File: config.mk
export PLATFORM = sky130hd
export DESIGN_NAME = peripheral_write_protect_clear
export DESIGN_NICKNAME = d
export VERILOG_FILES = /design/src/design/wp_pkg.sv /design/src/design/peripheral_access_guard.sv /design/src/design/peripheral_write_protect_clear.sv
export SDC_FILE = /design/constraint.sdc
export NUM_CORES = 1
export LEC_CHECK = 0
export BUFFER_PORTS_ARGS = -buffer_cell sky130_fd_sc_hd__buf_2
export CAP_MARGIN = 25
export CELL_PAD_IN_SITES_DETAIL_PLACEMENT = 2
export CELL_PAD_IN_SITES_GLOBAL_PLACEMENT = 2
export CORE_UTILIZATION = 30
export CTS_CLUSTER_DIAMETER = 120
export DETAILED_ROUTE_END_ITERATION = 8
export PLACE_DENSITY = 0.88
export SYNTH_ARGS = -nofsm -noshare
export SYNTH_HDL_FRONTEND = slang
export SYNTH_HIERARCHICAL = 1
export SYNTH_SLANG_ARGS = --single-unit
File: constraint.sdc
create_clock -name pclk -period 2.04 [get_ports pclk]
set_input_delay 0.102 -clock pclk [delete_from_list [all_inputs] [get_ports pclk]]
set_output_delay 0.102 -clock pclk [all_outputs]
set_load 0.01 [all_outputs]
File: src/design/wp_pkg.sv
// Register map, field layout and reset values of the write-protect slice
package wp_pkg;
  localparam logic [7:0] OFF_CLEAR = 8'h00;
  localparam logic [7:0] OFF_SET = 8'h04;
  localparam logic [7:0] OFF_IRQ_STAT = 8'h08;
  localparam logic [7:0] OFF_IRQ_MASK = 8'h0c;
  localparam logic [31:0] PROT_RESET = 32'h00800000;
  localparam logic [31:0] PROT_FIXED = 32'h00800000;
  localparam logic [31:0] PROT_WMASK = 32'h000ffffe;
  localparam int EVENT_BIT_POS = 1;
  localparam int SERIAL_LSB = 2;
  localparam int SERIAL_MSB = 7;
  localparam int TIMER_LSB = 8;
  localparam int TIMER_MSB = 15;
  localparam int ADC_BIT_POS = 16;
  localparam int AC_BIT_POS = 17;
  localparam int DAC_BIT_POS = 18;
  localparam int TOUCH_BIT_POS = 19;
  localparam int IRQ_WIDTH = 2;
  localparam int IRQ_DOUBLE = 0;
  localparam int IRQ_DENIED = 1;
  localparam logic [IRQ_WIDTH-1:0] IRQ_STAT_RESET = 2'h0;
  localparam logic [IRQ_WIDTH-1:0] IRQ_MASK_RESET = 2'h0;
endpackage

File: src/design/peripheral_access_guard.sv
// Checks a peripheral write against the protection vector
`timescale 1ns/1ps
module peripheral_access_guard #(
  parameter int NUM_BITS = 32
) (
  input wire logic pclk,
  input wire logic presetn,
  input wire logic [NUM_BITS-1:0] prot_vec,
  input wire logic chk_valid,
  input wire logic [$clog2(NUM_BITS)-1:0] chk_index,
  output logic chk_deny_r,
  output logic chk_grant_r
);
  // A width that is not a power of two would let the index point past the vector
  if (NUM_BITS < 2 || NUM_BITS > 32 || (NUM_BITS & (NUM_BITS - 1)) != 0) begin : g_bad_width
    $error("NUM_BITS must be a power of two in 2..32");
  end

  logic chk_deny_nxt;
  logic chk_grant_nxt;

  always_comb begin
    chk_deny_nxt = chk_valid & prot_vec[chk_index];
    chk_grant_nxt = chk_valid & ~prot_vec[chk_index];
  end

  always_ff @(posedge pclk or negedge presetn) begin
    if (!presetn) begin
      chk_deny_r <= 1'b0;
      chk_grant_r <= 1'b0;
    end else begin
      chk_deny_r <= chk_deny_nxt;
      chk_grant_r <= chk_grant_nxt;
    end
  end
endmodule

File: src/design/peripheral_write_protect_clear.sv
// APB write-protect controller: protection vector, clear/set views, errors, interrupt
// Overview of operation
// - Writing zero to a clear-register bit leaves that peripheral's protection unchanged.
// - Writing one clears protection; reads show 1 protected, 0 unprotected.
// - Clear register at 0x00, resets 0x00800000; event, analogue and touch bits placed.
// - Timer instances 0..7 protection at bits 8..15, read/write, reset zero.
// - Serial instances 0..5 protection at bits 2..7, read/write, reset zero.
// - Clear and set registers read back one shared protection vector.
// - Check of a write to a protected peripheral answers with chk_deny_r and sets the denied interrupt status.
// - Double protect or double unprotect returns an error response.
//
// The APB register port was decided locally.
`timescale 1ns/1ps
module peripheral_write_protect_clear (
  input wire logic pclk,
  input wire logic presetn,
  input wire logic psel,
  input wire logic penable,
  input wire logic pwrite,
  input wire logic [7:0] paddr,
  input wire logic [31:0] pwdata,
  input wire logic [3:0] pstrb,
  output logic pready_r,
  output logic [31:0] prdata_r,
  output logic pslverr_r,
  input wire logic chk_valid,
  input wire logic [4:0] chk_index,
  output logic chk_deny_r,
  output logic chk_grant_r,
  output logic irq_r
);
  localparam int IRQ_W = wp_pkg::IRQ_WIDTH;
  localparam int NUM_SERIAL = wp_pkg::SERIAL_MSB - wp_pkg::SERIAL_LSB + 1;
  localparam int NUM_TIMER = wp_pkg::TIMER_MSB - wp_pkg::TIMER_LSB + 1;

  logic [31:0] prot_r;
  logic [31:0] prot_nxt;
  logic [31:0] prot_view;
  logic [IRQ_W-1:0] irq_stat_r;
  logic [IRQ_W-1:0] irq_stat_nxt;
  logic [IRQ_W-1:0] irq_mask_r;
  logic [IRQ_W-1:0] irq_mask_nxt;
  logic pready_nxt;
  logic [31:0] prdata_nxt;
  logic pslverr_nxt;
  logic irq_nxt;
  logic [31:0] lane_mask;
  logic [31:0] wbits;
  logic [31:0] clr_hit;
  logic [31:0] set_hit;
  logic access;
  logic commit;
  logic sel_clear;
  logic sel_set;
  logic sel_stat;
  logic sel_mask;
  logic wr_clear;
  logic wr_set;
  logic double_err;
  logic mapped;
  logic denied_pulse;
  logic event_system_bit;
  logic [NUM_SERIAL-1:0] serial_inst_bits;
  logic [NUM_TIMER-1:0] timer_inst_bits;
  logic adc_bit;
  logic ac_bit;
  logic dac_bit;
  logic touch_ctrl_bit;

  // Writable and constant bits must not overlap, or a bit would be both
  if ((wp_pkg::PROT_WMASK & wp_pkg::PROT_FIXED) != 32'h00000000) begin : g_bad_layout
    $error("Writable and fixed protection bits overlap");
  end

  // Both event sources need a status bit of their own
  if (IRQ_W <= wp_pkg::IRQ_DENIED || IRQ_W <= wp_pkg::IRQ_DOUBLE) begin : g_bad_irq
    $error("Interrupt status too narrow for its events");
  end

  // Named views of the peripheral groups held in the vector
  assign event_system_bit = prot_r[wp_pkg::EVENT_BIT_POS];
  assign serial_inst_bits = prot_r[wp_pkg::SERIAL_MSB:wp_pkg::SERIAL_LSB];
  assign timer_inst_bits = prot_r[wp_pkg::TIMER_MSB:wp_pkg::TIMER_LSB];
  assign adc_bit = prot_r[wp_pkg::ADC_BIT_POS];
  assign ac_bit = prot_r[wp_pkg::AC_BIT_POS];
  assign dac_bit = prot_r[wp_pkg::DAC_BIT_POS];
  assign touch_ctrl_bit = prot_r[wp_pkg::TOUCH_BIT_POS];

  // Only assigned peripheral bits are state; the rest read their constants
  always_comb begin
    prot_view = wp_pkg::PROT_FIXED;
    prot_view[wp_pkg::EVENT_BIT_POS] = event_system_bit;
    prot_view[wp_pkg::SERIAL_MSB:wp_pkg::SERIAL_LSB] = serial_inst_bits;
    prot_view[wp_pkg::TIMER_MSB:wp_pkg::TIMER_LSB] = timer_inst_bits;
    prot_view[wp_pkg::ADC_BIT_POS] = adc_bit;
    prot_view[wp_pkg::AC_BIT_POS] = ac_bit;
    prot_view[wp_pkg::DAC_BIT_POS] = dac_bit;
    prot_view[wp_pkg::TOUCH_BIT_POS] = touch_ctrl_bit;
  end

  // Byte-lane enables, one per strobe bit
  for (genvar lane = 0; lane < 4; lane++) begin : g_lane
    assign lane_mask[lane*8 +: 8] = {8{pstrb[lane]}};
  end

  // Bits outside the writable mask never reach the vector
  assign wbits = pwdata & lane_mask & wp_pkg::PROT_WMASK;

  // A one that clears an open bit or sets a protected bit is a double operation
  for (genvar b = 0; b < 32; b++) begin : g_hit
    assign clr_hit[b] = wbits[b] & ~prot_r[b];
    assign set_hit[b] = wbits[b] & prot_r[b];
  end

  always_comb begin
    sel_clear = (paddr == wp_pkg::OFF_CLEAR);
    sel_set = (paddr == wp_pkg::OFF_SET);
    sel_stat = (paddr == wp_pkg::OFF_IRQ_STAT);
    sel_mask = (paddr == wp_pkg::OFF_IRQ_MASK);
    mapped = sel_clear | sel_set | sel_stat | sel_mask;
    access = psel & penable;
    commit = access & pready_r & pwrite;
    wr_clear = commit & sel_clear;
    wr_set = commit & sel_set;
    // Protection vector only changes on a commit, so checking ahead is safe
    double_err = pwrite & ((sel_clear & (|clr_hit)) | (sel_set & (|set_hit)));
  end

  // Protection state
  always_comb begin
    prot_nxt = prot_r;
    if (wr_clear) begin
      prot_nxt = prot_r & ~wbits;
    end else if (wr_set) begin
      prot_nxt = prot_r | wbits;
    end
  end

  always_ff @(posedge pclk or negedge presetn) begin
    if (!presetn) begin
      prot_r <= wp_pkg::PROT_RESET;
    end else begin
      prot_r <= prot_nxt;
    end
  end

  // APB answer: one wait state, so data and error come from flops
  always_comb begin
    pready_nxt = access & ~pready_r;
    prdata_nxt = 32'h00000000;
    pslverr_nxt = 1'b0;
    if (access & ~pready_r) begin
      pslverr_nxt = ~mapped | double_err;
      if (!pwrite) begin
        unique case (paddr)
          wp_pkg::OFF_CLEAR: prdata_nxt = prot_view;
          wp_pkg::OFF_SET: prdata_nxt = prot_view;
          wp_pkg::OFF_IRQ_STAT: prdata_nxt = {{(32-IRQ_W){1'b0}}, irq_stat_r};
          wp_pkg::OFF_IRQ_MASK: prdata_nxt = {{(32-IRQ_W){1'b0}}, irq_mask_r};
          default: prdata_nxt = 32'h00000000;
        endcase
      end
    end
  end

  always_ff @(posedge pclk or negedge presetn) begin
    if (!presetn) begin
      pready_r <= 1'b0;
      prdata_r <= 32'h00000000;
      pslverr_r <= 1'b0;
    end else begin
      pready_r <= pready_nxt;
      prdata_r <= prdata_nxt;
      pslverr_r <= pslverr_nxt;
    end
  end

  // Interrupt status and mask; a new event wins over a same-cycle clear
  always_comb begin
    irq_stat_nxt = irq_stat_r;
    irq_mask_nxt = irq_mask_r;
    // Clears come first, so an event in the same cycle overrides them
    if (commit & sel_stat) begin
      irq_stat_nxt = irq_stat_r & ~(pwdata[IRQ_W-1:0] & lane_mask[IRQ_W-1:0]);
    end
    if (commit & sel_mask) begin
      irq_mask_nxt = (irq_mask_r & ~lane_mask[IRQ_W-1:0]) | (pwdata[IRQ_W-1:0] & lane_mask[IRQ_W-1:0]);
    end
    // The error answer is already out; the status keeps a record of it
    if (commit & pslverr_r & (sel_clear | sel_set)) begin
      irq_stat_nxt[wp_pkg::IRQ_DOUBLE] = 1'b1;
    end
    if (denied_pulse) begin
      irq_stat_nxt[wp_pkg::IRQ_DENIED] = 1'b1;
    end
    irq_nxt = |(irq_stat_nxt & irq_mask_nxt);
  end

  always_ff @(posedge pclk or negedge presetn) begin
    if (!presetn) begin
      irq_stat_r <= wp_pkg::IRQ_STAT_RESET;
      irq_mask_r <= wp_pkg::IRQ_MASK_RESET;
      irq_r <= 1'b0;
    end else begin
      irq_stat_r <= irq_stat_nxt;
      irq_mask_r <= irq_mask_nxt;
      irq_r <= irq_nxt;
    end
  end

  // Guard against writes to protected peripherals
  // Checked against the readable view, so fixed bits answer as they read
  peripheral_access_guard #(
    .NUM_BITS(32)
  ) u_guard (
    .pclk(pclk),
    .presetn(presetn),
    .prot_vec(prot_view),
    .chk_valid(chk_valid),
    .chk_index(chk_index),
    .chk_deny_r(chk_deny_r),
    .chk_grant_r(chk_grant_r)
  );

  assign denied_pulse = chk_deny_r;
endmodule

# [Yosys cells after proc, flatten, opt, wreduce, memory -nomap -nowiden]
# Index checks and enable logic that the tools add are counted.
[op_classes] order_cmp=1 n_eq_ne=3 n_mux=12 bitwise=91 n_reduce_logical=6
[op_table] cell="two-way mux 32 bit" n=4
[op_table] cell="case mux 24 bit (3 select lines)" n=1
[op_table] cell="bitwise AND 1 bit" n=53
[op_table] cell="OR reduction 19 bit" n=2
[op_table] cell="bitwise AND 32 bit" n=1
[op_table] cell="inverter 20 -> 32 bit" n=1
[op_table] cell="bitwise OR 32 x 20 -> 32 bit" n=1
[op_table] cell="inverter 1 bit" n=22
[op_table] cell="bitwise AND 20 bit" n=1
[op_table] cell="equality test 8 x 4 -> 1 bit, second input constant" n=2
[op_table] cell="bitwise AND 2 bit" n=4
[op_table] cell="equality test 8 x 3 -> 1 bit, second input constant" n=1
[op_table] cell="zero test 8 bit" n=1
[op_table] cell="less-than comparator 5 x 6 -> 1 bit, second input constant" n=1
[op_table] cell="binary-select mux 1 bit (select 5 bit)" n=1
[op_table] cell="bitwise OR 1 bit" n=5
[op_table] cell="two-way mux 1 bit" n=4
[op_table] cell="two-way mux 2 bit" n=2
[op_table] cell="inverter 2 bit" n=2
[op_table] cell="OR reduction 2 bit" n=2
[op_table] cell="bitwise OR 2 bit" n=1
[op_table] cell="nonzero test 2 bit" n=1
[word_totals] reg_bits=73 word_cells=122

# [Logic depth before layout (Yosys ltp)]
[depth] ltp_word=8 depth_mapped=7 mapped_depth_nobuf=5

# [Cells and area by module]
# Netlist, hierarchy kept.
[modules_own_cells] mod="peripheral_write_protect_clear" instances=1 cells_each=204 area_per_inst_um2=2218.4
[modules_own_cells] mod="peripheral_access_guard" instances=1 cells_each=47 area_per_inst_um2=389.1

# [Worst setup path before layout]
# No wires, ideal clock.
[synth_path] path_kind="in2reg" startpoint="input paddr[1]" endpoint="register irq_r" setup_time_ps=121 arrival_ps=1880 required_time_ps=1919 path_slack_ps=39 path_stages=6 n_path_buf=1 path_cell_list="or4_4 or2_0 buf_6 or3_4 mux2_4 a22o_1"
[synth_via] elab_cells_between_ends=14
[synth_rtl] item="start: declaration" line_no="peripheral_write_protect_clear.sv:20" text="input wire logic [7:0] paddr,"
[synth_rtl] item="equality test 8 x 4 -> 1 bit" line_no="peripheral_write_protect_clear.sv:119" text="sel_mask = (paddr == wp_pkg::OFF_IRQ_MASK);"
[synth_rtl] item="bitwise AND 1 bit" line_no="peripheral_write_protect_clear.sv:186" text="if (commit & sel_mask) begin"
[synth_rtl] item="two-way mux 2 bit" line_no="peripheral_write_protect_clear.sv:186"
[synth_rtl] item="via irq_mask_nxt[0]" line_no="peripheral_write_protect_clear.sv:42" text="logic [IRQ_W-1:0] irq_mask_nxt;"
[synth_rtl] item="bitwise AND 2 bit" line_no="peripheral_write_protect_clear.sv:196" text="irq_nxt = |(irq_stat_nxt & irq_mask_nxt);"
[synth_rtl] item="OR reduction 2 bit" line_no="peripheral_write_protect_clear.sv:196"
[synth_rtl] item="via irq_nxt" line_no="peripheral_write_protect_clear.sv:46" text="logic irq_nxt;"
[synth_rtl] item="end signal: assignment" line_no="peripheral_write_protect_clear.sv:207" text="irq_r <= irq_nxt;"
[synth_rtl] item="end: declaration" line_no="peripheral_write_protect_clear.sv:30" text="output logic irq_r"
# The timed path passes the listed nets, and every way through them passes these cells.
# A chain may end at the register's enable or synchronous reset.

==> metrics.md <==
| Metric | Value |
|---|---|
| Status | completed |
| CTS tree | built |
| Hold_sp | chk_valid |
| Root buffer cell | clkbuf_8 |
| Grt total ovfl | 0 |
| Number of routed nets with antenna violations | 0 |
| Post-synthesis cell type count | 42 |
| Sequential share of the synthesized area | 0.470 |
| Mapped Cells | 251 |
| Setup TNS | 0 ns |
| Share of synthesized registers carrying an async set or reset | 1.00 |
| FILL cells | 929 |
| Post-Route M1 WL | 3250 microns |
| Yosys top cell area share | 0.470 |
| Worst Skew | 0.0113 ns |
| Clock Path Buffers | 2 |
| DR pass1 iterations | 4 |
| Hpwl dp | 5640 microns |
| Post-Syn Area | 2610 sq um |
| Worst-margin pin slew | 0.594 ns |
| Layout cells sized above 1 | 0.319 |
| Hold-fix buffers, CTS | 1 |
| DRT iter0 DRCs | 97 |
| Post-synth top cells | dfrtp_1 (49), nand2_1 (31), and2_1 (23), mux2_2 (21), inv_1 (18) |
| Via Count | 2,179 |
| I/O pin count | 92 |
| Crit path time final | 1.88 ns |
| Worst EP arrival | 2.08 ns |
| DRT Wirelength | 7750 microns |
| Met2 WL | 3970 microns |
| Top cells by area, synth | dfrtp_1 (47%), mux2_2 (9.1%), mux2i_1 (6.5%), and2_1 (5.5%), nand2_1 (4.5%) |
| Number of synthesized flops with an enable pin | 0 |
| Worst-path fanout max | 5 |
| Worst-skew pair later-pin latency | 0.31 ns |
| Die Area | 9070 sq um |
| Via/cell ratio | 4.95 |
| Slew headroom | 0.599 |
| Initial core utilization | 0.314 |
| Yosys warns | 6 |
| Final setup viols | 0 |
| Routability congestion estimate | 0.820 |
| Fin crit share | 0.923 |
| I/O Buffers | 67 |
| Core ar. | 8300 sq um |
| Post-CTS Setup Inserts | 0 |
| Die height | 95.2 microns |
| Vias in the first global route | 2,356 |
| Hold slack | 0.00957 ns |
| N_diodes | 0 |
| LEAKAGE | 1.69 nW |
| Post-layout util | 0.382 |
| Required time worst endpoint | 2.24 ns |
| Clk sink count | 49 |
| PostCTS Resize Cnt | 0 |
| Worst Hold Class | in -> reg |
| Max Cap Viol | 0 |
| Synth Flop Type | dfrtp_1 |
| Top sig layer | met4 |
| Syn_area_per_cell | 10.4 sq um |
| Achievable Freq | 0.531 GHz |
| Num CTS Buffers | 5 |
| Worst setup EP type | register |
| H-tree levels | 2 |
| Largest area contributor in the netlist | dfrtp_1 |
| Top-count cell post-synth | dfrtp_1 |
| Reg clk slew, reported paths | 0.10 ns |
| Seq cells post-synth | 49 |
| CP Launch Type | register |
| Nets@finish | 389 |
| GRT Util Overall | 0.181 |
| Max-slew violations | 0 |
| Pwr per Cell Area | 571 nW/um^2 |
| Met3 WL post-DR | 356 microns |
| Fin. Hold Viols | 0 |
| Worst IR Drop VDD | 0.222 mV |
| Die X-Extent | 95.2 microns |
| WS Path Type | reg -> reg |
| Rows | 33 |
| Remaining routing DRC violations | 0 |
| Area growth from synthesis to layout | 21.7% |
| Largest net degree at the start of global routing | 27 |
| Routed len/inst | 17.6 microns |
| First-pass GRT wire length | 12,300 microns |
| RSZ-0062 raised after global routing | no |
| Initial antenna violation count | 0 |
## metrics by stage
step / cells / setup WS, ns / total power [mW] / cell area [sq um]
6_report: 440 / 0.157 / 1.81 / 3170
5_1_grt: 440 / 0.103 / 1.89 / 3170
4_1_cts: 440 / 0.184 / 1.83 / 3170
3_5_place_dp: 431 / -0.0726 / 1.20 / 3060
3_3_place_gp: 431 / -0.0305 / 1.19 / 3060
2_1_floorplan: 273 / 0.0391 / 1.11 / 2690
## placed cells by master, fill, tap and decap left out, types with 2 or more instances in the layout
master,netlist,routed
conb_1,2,24
mux2i_1,17,17
nor2b_1,2,2
o41ai_1,2,2
mux2_2,21,21
nand3_1,9,9
a22o_1,2,2
nand4_1,2,2
nand2_1,31,31
o22ai_1,7,7
nand2b_1,6,6
dfrtp_1,49,49
nor2_1,2,2
buf_4,11,5
and2_1,23,23
nor4_1,4,4
buf_2,3,67
inv_1,18,18
a22oi_1,11,11
a21oi_1,4,4
clkbuf_8,0,6
## per-layer routing
metal	GRT usage	vias to the layer above
met5	0	-
met4	0.0631	0
met3	0.0319	14
met2	0.326	77
met1	0.215	1087
li1	-	1001
## critical path, cell delays in order, from the launching register on
cell      delay (ns)
dfrtp_1         0.42
o22ai_1         0.15
o41ai_1         0.62
a311oi_1        0.26
o31a_1          0.33
## final timing paths
check	endpoint	slack, ns	depth (start not counted)
max	pslverr_r	0.16	4
min	u_guard/chk_grant_r	0.01	3
max reg2reg	pslverr_r	0.16	4
min reg2reg	irq_stat_r[1]	0.51	1
max in group asynchronous	asynchronous set/reset pin	1.18	3
min in group asynchronous	prdata_r[0]	0.32	2
## power breakdown
| part | leakage (nW) | internal (mW) | switching [mW] |
|---|---|---|---|
| clock | 0.0518 | 0.282 | 0.348 |
| sequential | 0.676 | 0.978 | 0.00546 |
| combinational | 0.958 | 0.0764 | 0.124 |
## cell type report
| type | count | area (sq um) | area share |
|---|---|---|---|
| Tap cell | 105 | 131 | 0.0414 |
| Timing Repair Buffer | 74 | 403 | 0.127 |
| Sequential cell | 49 | 1230 | 0.386 |
| Clock buffer | 6 | 82.6 | 0.0260 |
| Multi-Input combinational cell | 186 | 1240 | 0.392 |
| Inverter | 18 | 67.6 | 0.0213 |
| Clock inverter | 2 | 17.5 | 0.00552 |
## logic make-up after synthesis
family	count (synthesis)	share of synthesized area
buffers and inverters	38	0.0840
other	2	0.00288
and+or+nand+nor	88	0.183
muxes	39	0.162
DFF	49	0.470
AOI/OAI and AO/OA	35	0.0979
Power figures use the tool's default switching activity.
